$ cat src/include/sic_pkg.sv
// constants, field layout and carriers of the system integrity control/status register
// assumes one 8-bit register window at one aligned apb word, two pages
package sic_pkg;
   localparam logic [11:0] SIC_REG_ADDR = 12'h000;
   localparam int SIC_PAGE_BIT = 7;
   localparam int SIC_SUP_IE_BIT = 6;
   localparam int SIC_SUP_FLAG_BIT = 5;
   localparam int SIC_UV_RST_BIT = 4;
   localparam int SIC_CG_IE_BIT = 2;
   localparam int SIC_CG_FLAG_BIT = 1;
   localparam int SIC_WD_RST_BIT = 0;
   localparam int SIC_OSC_MODE_BIT = 5;
   localparam int SIC_LOCK_BIT = 4;
   localparam int SIC_PLL_EN_BIT = 3;
   localparam int SIC_CLK_SEL_BIT = 1;
   localparam logic SIC_CTRL_RST = 1'b0;
   localparam logic [31:0] SIC_RDATA_RST = 32'h0000_0000;

   // monitor, reset-cause and cpu-side inputs
   typedef struct packed {
      logic supplyBelow;
      logic oscStopped;
      logic pllLocked;
      logic porRst;
      logic uvRst;
      logic wdRst;
      logic progSession;
      logic uvOptEn;
      logic pllClkOpt;
      logic supIsrEnter;
      logic globalMask;
   } sic_mon_t;

   // clock tree controls
   typedef struct packed {
      logic oscGrounded;
      logic pllOn;
      logic detectorOn;
      logic selPll;
   } sic_clk_t;
endpackage

$ cat src/rtl/sic_ctrl_status.sv
// system integrity control/status register with apb slave
// assumes monitor inputs synchronous to core_clk; porRst pulses once at power-up
`timescale 1ns/100ps
module sic_ctrl_status
   import sic_pkg::*;
#(
   parameter int ADDR_W = 12
) (
   input wire logic core_clk,
   input wire logic rst,
   input wire logic ce,
   input wire logic psel,
   input wire logic penable,
   input wire logic pwrite,
   input wire logic [ADDR_W-1:0] paddr,
   input wire logic [31:0] pwdata,
   input wire logic [3:0] pstrb,
   output logic [31:0] prdata,
   output logic pready,
   output logic pslverr,
   input wire sic_mon_t mon,
   output sic_clk_t clkCtl,
   output logic supplyIrq,
   output logic clkGuardIrq
);
   logic preadyR;
   logic [31:0] prdataR;
   logic pslverrR;
   logic pageSel_r;
   logic supIe_r;
   logic supFlag_r;
   logic supPend_r;
   logic uvFlag_r;
   logic wdFlag_r;
   logic cgIe_r;
   logic cgFlag_r;
   logic oscMode_r;
   logic pll_enable_bit_r;
   logic clkSel_r;
   logic supIrq_r;
   logic cgIrq_r;
   sic_clk_t clk_r;
   logic hit;
   logic access;
   logic wrEn;
   logic rdEn;
   logic wr0;
   logic wr1;
   logic rd0;
   logic supFlag_nxt;
   logic [7:0] wb;
   logic [7:0] page0;
   logic [7:0] page1;

   function automatic logic [31:0] widen(input logic [7:0] v);
      return {24'h00_0000, v};
   endfunction

   assign hit = (paddr == SIC_REG_ADDR[ADDR_W-1:0]);
   assign access = ce && psel && penable && preadyR;
   assign wrEn = access && pwrite && hit && pstrb[0];
   assign rdEn = access && !pwrite && hit;
   assign wb = pwdata[7:0];
   assign wr0 = wrEn && !pageSel_r;
   assign wr1 = wrEn && pageSel_r;
   assign rd0 = rdEn && !pageSel_r;
   assign supFlag_nxt = mon.uvOptEn && mon.supplyBelow;

   assign page0 = {pageSel_r, supIe_r, supFlag_r, uvFlag_r, 1'b0, cgIe_r,
                   cgFlag_r && pll_enable_bit_r, wdFlag_r};
   assign page1 = {pageSel_r, 1'b0, oscMode_r, mon.pllLocked && pll_enable_bit_r,
                   pll_enable_bit_r, 1'b0, clkSel_r, 1'b0};

   // zero-wait slave: ready rises in the access phase of every transfer
   always_ff @(posedge core_clk) begin
      if (rst) begin
         preadyR <= 1'b0;
         prdataR <= SIC_RDATA_RST;
         pslverrR <= 1'b0;
      end else if (ce) begin
         preadyR <= psel && !penable && !preadyR;
         pslverrR <= psel && !penable && !hit;
         if (psel && !penable && hit && !pwrite) begin
            prdataR <= widen(pageSel_r ? page1 : page0);
         end else begin
            prdataR <= SIC_RDATA_RST;
         end
      end
   end

   // one page bit shared by both views
   always_ff @(posedge core_clk) begin
      if (rst) begin
         pageSel_r <= SIC_CTRL_RST;
      end else if (ce && wrEn) begin
         pageSel_r <= wb[SIC_PAGE_BIT];
      end
   end

   // page zero enables
   always_ff @(posedge core_clk) begin
      if (rst) begin
         supIe_r <= SIC_CTRL_RST;
         cgIe_r <= SIC_CTRL_RST;
      end else if (ce && wr0) begin
         supIe_r <= wb[SIC_SUP_IE_BIT];
         cgIe_r <= wb[SIC_CG_IE_BIT];
      end
   end

   // supply monitor: a toggle of the flag is an event only while supIe_r and mon.uvOptEn are set; set wins over isr clear
   always_ff @(posedge core_clk) begin
      if (rst) begin
         supFlag_r <= SIC_CTRL_RST;
         supPend_r <= SIC_CTRL_RST;
      end else if (ce) begin
         supFlag_r <= supFlag_nxt;
         if (supIe_r && mon.uvOptEn && (supFlag_nxt != supFlag_r)) begin
            supPend_r <= 1'b1;
         end else if (mon.supIsrEnter || !supIe_r) begin
            supPend_r <= 1'b0;
         end
      end
   end

   // reset-cause flags are deliberately outside rst so the cause outlives it
   always_ff @(posedge core_clk) begin
      if (ce) begin
         if (mon.porRst) begin
            uvFlag_r <= 1'b0;
            wdFlag_r <= 1'b0;
         end else if (mon.uvRst) begin
            uvFlag_r <= 1'b1;
            wdFlag_r <= 1'b0;
         end else if (mon.wdRst) begin
            wdFlag_r <= 1'b1;
         end else if (wr0) begin
            if (!wb[SIC_UV_RST_BIT]) begin
               uvFlag_r <= 1'b0;
            end
            if (!wb[SIC_WD_RST_BIT]) begin
               wdFlag_r <= 1'b0;
            end
         end
      end
   end

   // clock guard flag: stopped oscillator sets, read clears only after recovery
   always_ff @(posedge core_clk) begin
      if (rst) begin
         cgFlag_r <= SIC_CTRL_RST;
      end else if (ce) begin
         if (!pll_enable_bit_r) begin
            cgFlag_r <= 1'b0;
         end else if (mon.oscStopped) begin
            cgFlag_r <= 1'b1;
         end else if (rd0) begin
            cgFlag_r <= 1'b0;
         end
      end
   end

   // page one controls; the session override beats any software write
   always_ff @(posedge core_clk) begin
      if (rst) begin
         oscMode_r <= SIC_CTRL_RST;
         pll_enable_bit_r <= SIC_CTRL_RST;
         clkSel_r <= SIC_CTRL_RST;
      end else if (ce) begin
         if (mon.progSession) begin
            oscMode_r <= 1'b1;
            pll_enable_bit_r <= 1'b1;
            clkSel_r <= 1'b1;
         end else if (wr1) begin
            oscMode_r <= wb[SIC_OSC_MODE_BIT];
            if (!clkSel_r || wb[SIC_PLL_EN_BIT]) begin
               pll_enable_bit_r <= wb[SIC_PLL_EN_BIT];
            end
            // the pll must stay on through the write that selects it
            if (!mon.pllClkOpt && ((pll_enable_bit_r && wb[SIC_PLL_EN_BIT]) || !wb[SIC_CLK_SEL_BIT])) begin
               clkSel_r <= wb[SIC_CLK_SEL_BIT];
            end
         end
      end
   end

   // outputs registered; the option strap selects the pll on its own
   always_ff @(posedge core_clk) begin
      if (rst) begin
         clk_r <= '0;
         supIrq_r <= 1'b0;
         cgIrq_r <= 1'b0;
      end else if (ce) begin
         clk_r.oscGrounded <= oscMode_r;
         clk_r.pllOn <= pll_enable_bit_r;
         clk_r.detectorOn <= pll_enable_bit_r;
         clk_r.selPll <= (clkSel_r && pll_enable_bit_r) || mon.pllClkOpt;
         supIrq_r <= supPend_r && supIe_r && !mon.globalMask;
         cgIrq_r <= cgFlag_r && cgIe_r && pll_enable_bit_r && !mon.globalMask;
      end
   end

   assign prdata = prdataR;
   assign pready = preadyR;
   assign pslverr = pslverrR;
   assign clkCtl = clk_r;
   assign supplyIrq = supIrq_r;
   assign clkGuardIrq = cgIrq_r;
endmodule

$ cat config.mk
export PLATFORM = sky130hd
export DESIGN_NAME = sic_ctrl_status
export DESIGN_NICKNAME = d
export VERILOG_FILES = /design/src/include/sic_pkg.sv /design/src/rtl/sic_ctrl_status.sv
export SDC_FILE = /design/constraint.sdc
export NUM_CORES = 1
export LEC_CHECK = 0
export ABC_AREA = 1
export BUFFER_PORTS_ARGS = -buffer_cell sky130_fd_sc_hd__buf_4
export CORE_ASPECT_RATIO = 1.4
export CORE_MARGIN = 2
export CORE_UTILIZATION = 30
export CTS_BUF_LIST = sky130_fd_sc_hd__clkbuf_4
export DETAILED_ROUTE_END_ITERATION = 8
export GPL_TIMING_DRIVEN = 0
export HOLD_SLACK_MARGIN = 0.15
export PLACE_DENSITY_LB_ADDON = 0.2
export SLEW_MARGIN = 40
export SYNTH_ARGS = -nofsm -noshare
export SYNTH_HDL_FRONTEND = slang
export SYNTH_SLANG_ARGS = --single-unit
$ cat constraint.sdc
create_clock -name core_clk -period 3.1 [get_ports core_clk]
set_clock_uncertainty 0.05 [all_clocks]
set_input_delay 0.62 -clock core_clk [delete_from_list [all_inputs] [get_ports core_clk]]
set_output_delay 0.62 -clock core_clk [all_outputs]
set_load 0.03 [all_outputs]
### Word level (Yosys, flattened, before mapping)

Index checks and enable logic that the tools add are counted.

| word-level totals | value |
|---|---|
| bits in registers | 50 |
| input bits | 65 |
| output and inout bits | 40 |
| logic and storage cells | 106 |

| operators by class | value |
|---|---|
| equality and inequality tests | 5 |
| mux-type cells | 22 |
| reductions and logical operators | 60 |

Operators by type and width:

| kind | count |
|---|---|
| 1-bit logical AND | 31 |
| 1-bit two-way mux | 20 |
| 8-bit two-way mux | 2 |
| 12-bit logical NOT | 1 |
| 1-bit logical NOT | 10 |
| 3-bit AND reduction | 3 |
| 2-bit nonzero test | 4 |
| 3-bit by 1-bit != test with 1-bit output, second input constant | 2 |
| 2-bit AND reduction | 3 |
| 1-bit logical OR | 4 |
| 4-bit by 1-bit != test with 1-bit output, second input constant | 1 |
| 4-bit AND reduction | 1 |
| 4-bit nonzero test | 1 |
| 3-bit by 2-bit != test with 1-bit output, second input constant | 1 |
| 3-bit nonzero test | 1 |
| 2-bit OR reduction | 1 |
| 1-bit != test | 1 |

### Logic depth before layout (Yosys ltp)

| logic depth | value |
|---|---|
| word-level depth | 10 |
| mapped depth | 9 |
| gate-level depth less buffers | 9 |

### Worst setup path after synthesis

OpenSTA, ideal clock, no wires.

| timing path | value |
|---|---|
| path type | input -> register |
| start point | in paddr[7] |
| end point | reg uvFlag_r (enable) |
| setup time | 320 ps |
| arrival | 1383 ps |
| required time | 2730 ps |
| setup slack | 1347 ps |
| stages | 7 |
| buffers on the path | 0 |
| path through | nor2_1 -> nand2_1 -> nor2_4 -> nand2_4 -> inv_1 -> nand3_2 -> o31ai_1 |

| on the way | value |
|---|---|
| word-level cells in the longest chain between the ends | 6 |

RTL lines:

| element | RTL line | RTL |
|---|---|---|
| start, declared | sic_ctrl_status.sv:15 | `input wire logic [ADDR_W-1:0] paddr,` |
| 12-bit logical NOT | sic_ctrl_status.sv:59 | `assign hit = (paddr == SIC_REG_ADDR[ADDR_W-1:0]);` |
| 1-bit logical AND (2 in a row) | sic_ctrl_status.sv:61 | `assign wrEn = access && pwrite && hit && pstrb[0];` |
| 1-bit logical AND | sic_ctrl_status.sv:64 | `assign wr0 = wrEn && !pageSel_r;` |
| 3-bit nonzero test (no line) | - |  |
| 4-bit AND reduction (no line) | - |  |
| end signal, assigned | sic_ctrl_status.sv:130 | `uvFlag_r <= 1'b0;` |
| end signal, assigned | sic_ctrl_status.sv:133 | `uvFlag_r <= 1'b1;` |
| end signal, assigned | sic_ctrl_status.sv:139 | `uvFlag_r <= 1'b0;` |
| end, declared | sic_ctrl_status.sv:33 | `logic uvFlag_r;` |

Every way passes these cells.
A chain may end at the register's enable or synchronous reset.

### Worst setup path in the final report

Ends and elaborated chain as after synthesis.

==> results.sh <==
export IMPL_grt_first_pass_wirelength_um=6060
export IMPL_postCtsSetupBuffers=0
export IMPL_power_switching_mw=0.211
export IMPL_synth_top_family_by_area="simple AND/OR/NAND/NOR gates"
export IMPL_worstPathArrival_ns=1.64
export IMPL_multiInputGateArea_um2=706
export IMPL_syn_area_per_cell_um2=7.23
export IMPL_timing_critical_path_slowest_stage_cell="o31ai_1"
export IMPL_hold_violations=0
export IMPL_synthXorXnorAreaFrac_pct=0
export IMPL_rsz0062_at_grt="false"
export IMPL_clock_tree_root_cell="clkbuf_4"
export IMPL_grt_pass1_vias=1331
export IMPL_final_design_area_no_fill_um2=2030
export IMPL_syn_inst=200
export IMPL_worstSkewPairLatency_ns=0.33
export IMPL_drt_iter0_markers=44
export IMPL_relSlewSlack_pct=65.6
export IMPL_holdBufCountCts=0
export IMPL_wl_per_cell_um=10.4
export IMPL_cts_made_buffers=3
export IMPL_ys_types=29
export IMPL_netlist_area_um2=1450
export IMPL_die_area_um2=5400
export IMPL_grt_max_degree=15
export IMPL_overflow=0
export IMPL_power_share_clock_pct=21.9
export IMPL_synth_edff_count=2
export IMPL_synth_seq_cells=26
export IMPL_critPathRequiredTime_ns=3.08
export IMPL_synthArstFlopShare_pct=0
export IMPL_final_core_util_pct=44.5
export IMPL_path_cells="buf_4, nor2_1, nand2_1, nor2_4, nand2_4, inv_1, nand3_2, o31ai_1"
export IMPL_cp_start_kind="primary input"
export IMPL_wirelength_um=3570
export IMPL_hpwl_um=2800
export IMPL_seq_area_um2=541
export IMPL_setup_viol=0
export IMPL_swShare_pct=30.8
export IMPL_drv_slew=0
export IMPL_final_common_cell="buf_4"
export IMPL_antenna_found_initial=0
export IMPL_muxShareOfSynthArea_pct=0
export IMPL_powerDensity_nw_per_um2=336
export IMPL_peakVddDrop_mv=0.131
export IMPL_wl_met3_um=197
export IMPL_postCtsResizedCells=0
export IMPL_synth_compound_area_share_pct=16.0
export IMPL_synth_seq_area_share_pct=37.4
export IMPL_num_vias=1446
export IMPL_max_cap_violations=0
export IMPL_p_int_mw=0.473
export IMPL_wl_met1_um=1520
export IMPL_p_comb_share_pct=25.8
export IMPL_ys_flop_type="dfxtp_1"
export IMPL_nets=346
export IMPL_status="finished, final reports clean"
export IMPL_die_h_um=86.2
export IMPL_cp_top_family="simple AND/OR/NAND/NOR gates"
export IMPL_power_frac_seq_pct=52.3
export IMPL_setup_tns_ns=0
export IMPL_max_freq_ghz=0.605
export IMPL_period_share_pct=53.3
export IMPL_final_layout_size_suffix_gt1_share_pct=34.3
export IMPL_critical_path_max_stage_delay_ns=0.27
export IMPL_period_needed_ns=1.65
export IMPL_ioPinCount=105
export IMPL_dr_pass1_iters=4
export IMPL_cp_end_kind="register"
export IMPL_final_cell_mix="buf_4, nand2_1, nor2_1, conb_1, dfxtp_1"
export IMPL_highest_layer="met4"
export IMPL_ant_nets=0
export IMPL_synthAdderAreaFrac_pct=0
export IMPL_yosys_warnings=0
export IMPL_n_fill_cell=500
export IMPL_fp_dieW_um=62.7
export IMPL_io_buffers=53
export IMPL_placementRows=29
export IMPL_synth_simple_gate_area_share_pct=26.6
export IMPL_min_path_type="register to register"
export IMPL_viasPerCell=4.23
export IMPL_placedInstanceArea_um2=2010
export IMPL_fp_coreArea_um2=4570
export IMPL_clockBufferDepth=2
export IMPL_routed_wl_met2_um=1780
export IMPL_routabilityCongestion=0.777
export IMPL_crit_type="primary input to register"
export IMPL_grt_total_usage_pct=13.9
export IMPL_start_util_pct=31.6
export IMPL_critPathBufInv=2
export IMPL_cts_htree_levels=1
export IMPL_crit_path_max_fanout=5
export IMPL_leakage_nw=1.02
export IMPL_clk_pin_slew_worst_paths_ns=0.14
export IMPL_cts_tree="yes"
export IMPL_antenna_cells=0
export IMPL_cts_sinks=26
export IMPL_drc=0
export IMPL_tightest_slew_ns=0.516
export IMPL_syn_to_final_growth_pct=40.7
-- layout make-up --
class,count,share of cell area [%]
Timing Repair Buffer,53,19.6
Sequential cell,26,26.6
Clock inverter,1,0.185
Inverter,18,3.32
Buffer,32,10.8
Clock buffer,3,1.11
Tap cell,62,3.81
Multi-Input combinational cell,147,34.7
-- routing by layer --
metal	up-vias	global-route usage (%)
li1	762	-
met1	635	15.8
met2	44	25.7
met3	5	1.97
met4	0	5.86
met5	-	0
-- synthesized netlist by cell type (2+ instances only) --
cell type	number	area, um^2
nand3_1	7	35.0
nand2_1	29	109
nand2_4	2	22.5
o21ai_0	15	75.1
clkbuf_1	2	7.51
nand4_1	4	25.0
a21oi_1	23	115
inv_1	18	67.6
edfxtp_1	2	60.1
nor2_4	3	33.8
dfxtp_1	24	480
buf_4	25	188
buf_2	4	20.0
nor2_1	27	101
-- registers in the layout (all words and copies together), names as in the netlist --
name and flops:
prdata 8, clkCtl 3, cgFlag_r 1, cgIe_r 1, clkGuardIrq 1, clkSel_r 1, oscMode_r 1, pageSel_r 1
pll_enable_bit_r 1, pready 1, pslverr 1, supFlag_r 1, supIe_r 1, supPend_r 1, supplyIrq 1, uvFlag_r 1
wdFlag_r 1
-- metrics by stage --
stage	total power [mW]	cells	hold WS, ns	setup slack [ns]
final	0.684	342	0.416	1.45
after global placement	0.541	338	0.384	1.08
after CTS	0.691	342	0.417	1.42
after global routing	0.718	342	0.423	1.28
after floorplan	0.479	223	0.373	1.35
after detailed placement	0.542	338	0.397	1.05
-- kinds of logic after synthesis --
family	Yosys count
DFF	26
buffers and inverters	50
other	1
and+or+nand+nor	79
AOI/OAI and AO/OA	44
-- power groups by stage --
stage	combinational, mW	clock [mW]	sequential (mW)
floorplan	0.102	0	0.377
global placement	0.176	0	0.365
detailed placement	0.176	0	0.365
CTS	0.177	0.156	0.358
global route	0.193	0.166	0.360
finish	0.177	0.150	0.358
-- worst paths after layout --
path                            endpoint     start  depth (start not counted)  slack (ns)
worst max-delay path            uvFlag_r  paddr[7]                          8        1.45
worst min-delay path              cgIe_r    cgIe_r                          2        0.42
worst max register to register  uvFlag_r    pready                          4        1.59
worst min register to register    cgIe_r    cgIe_r                          2        0.42
-- tightest hold or removal path, cell delays in order (launching register included) --
cell     delay [ns]
dfxtp_1        0.34
inv_1          0.05
a21oi_1        0.05
(Power assumes the default switching activity.)
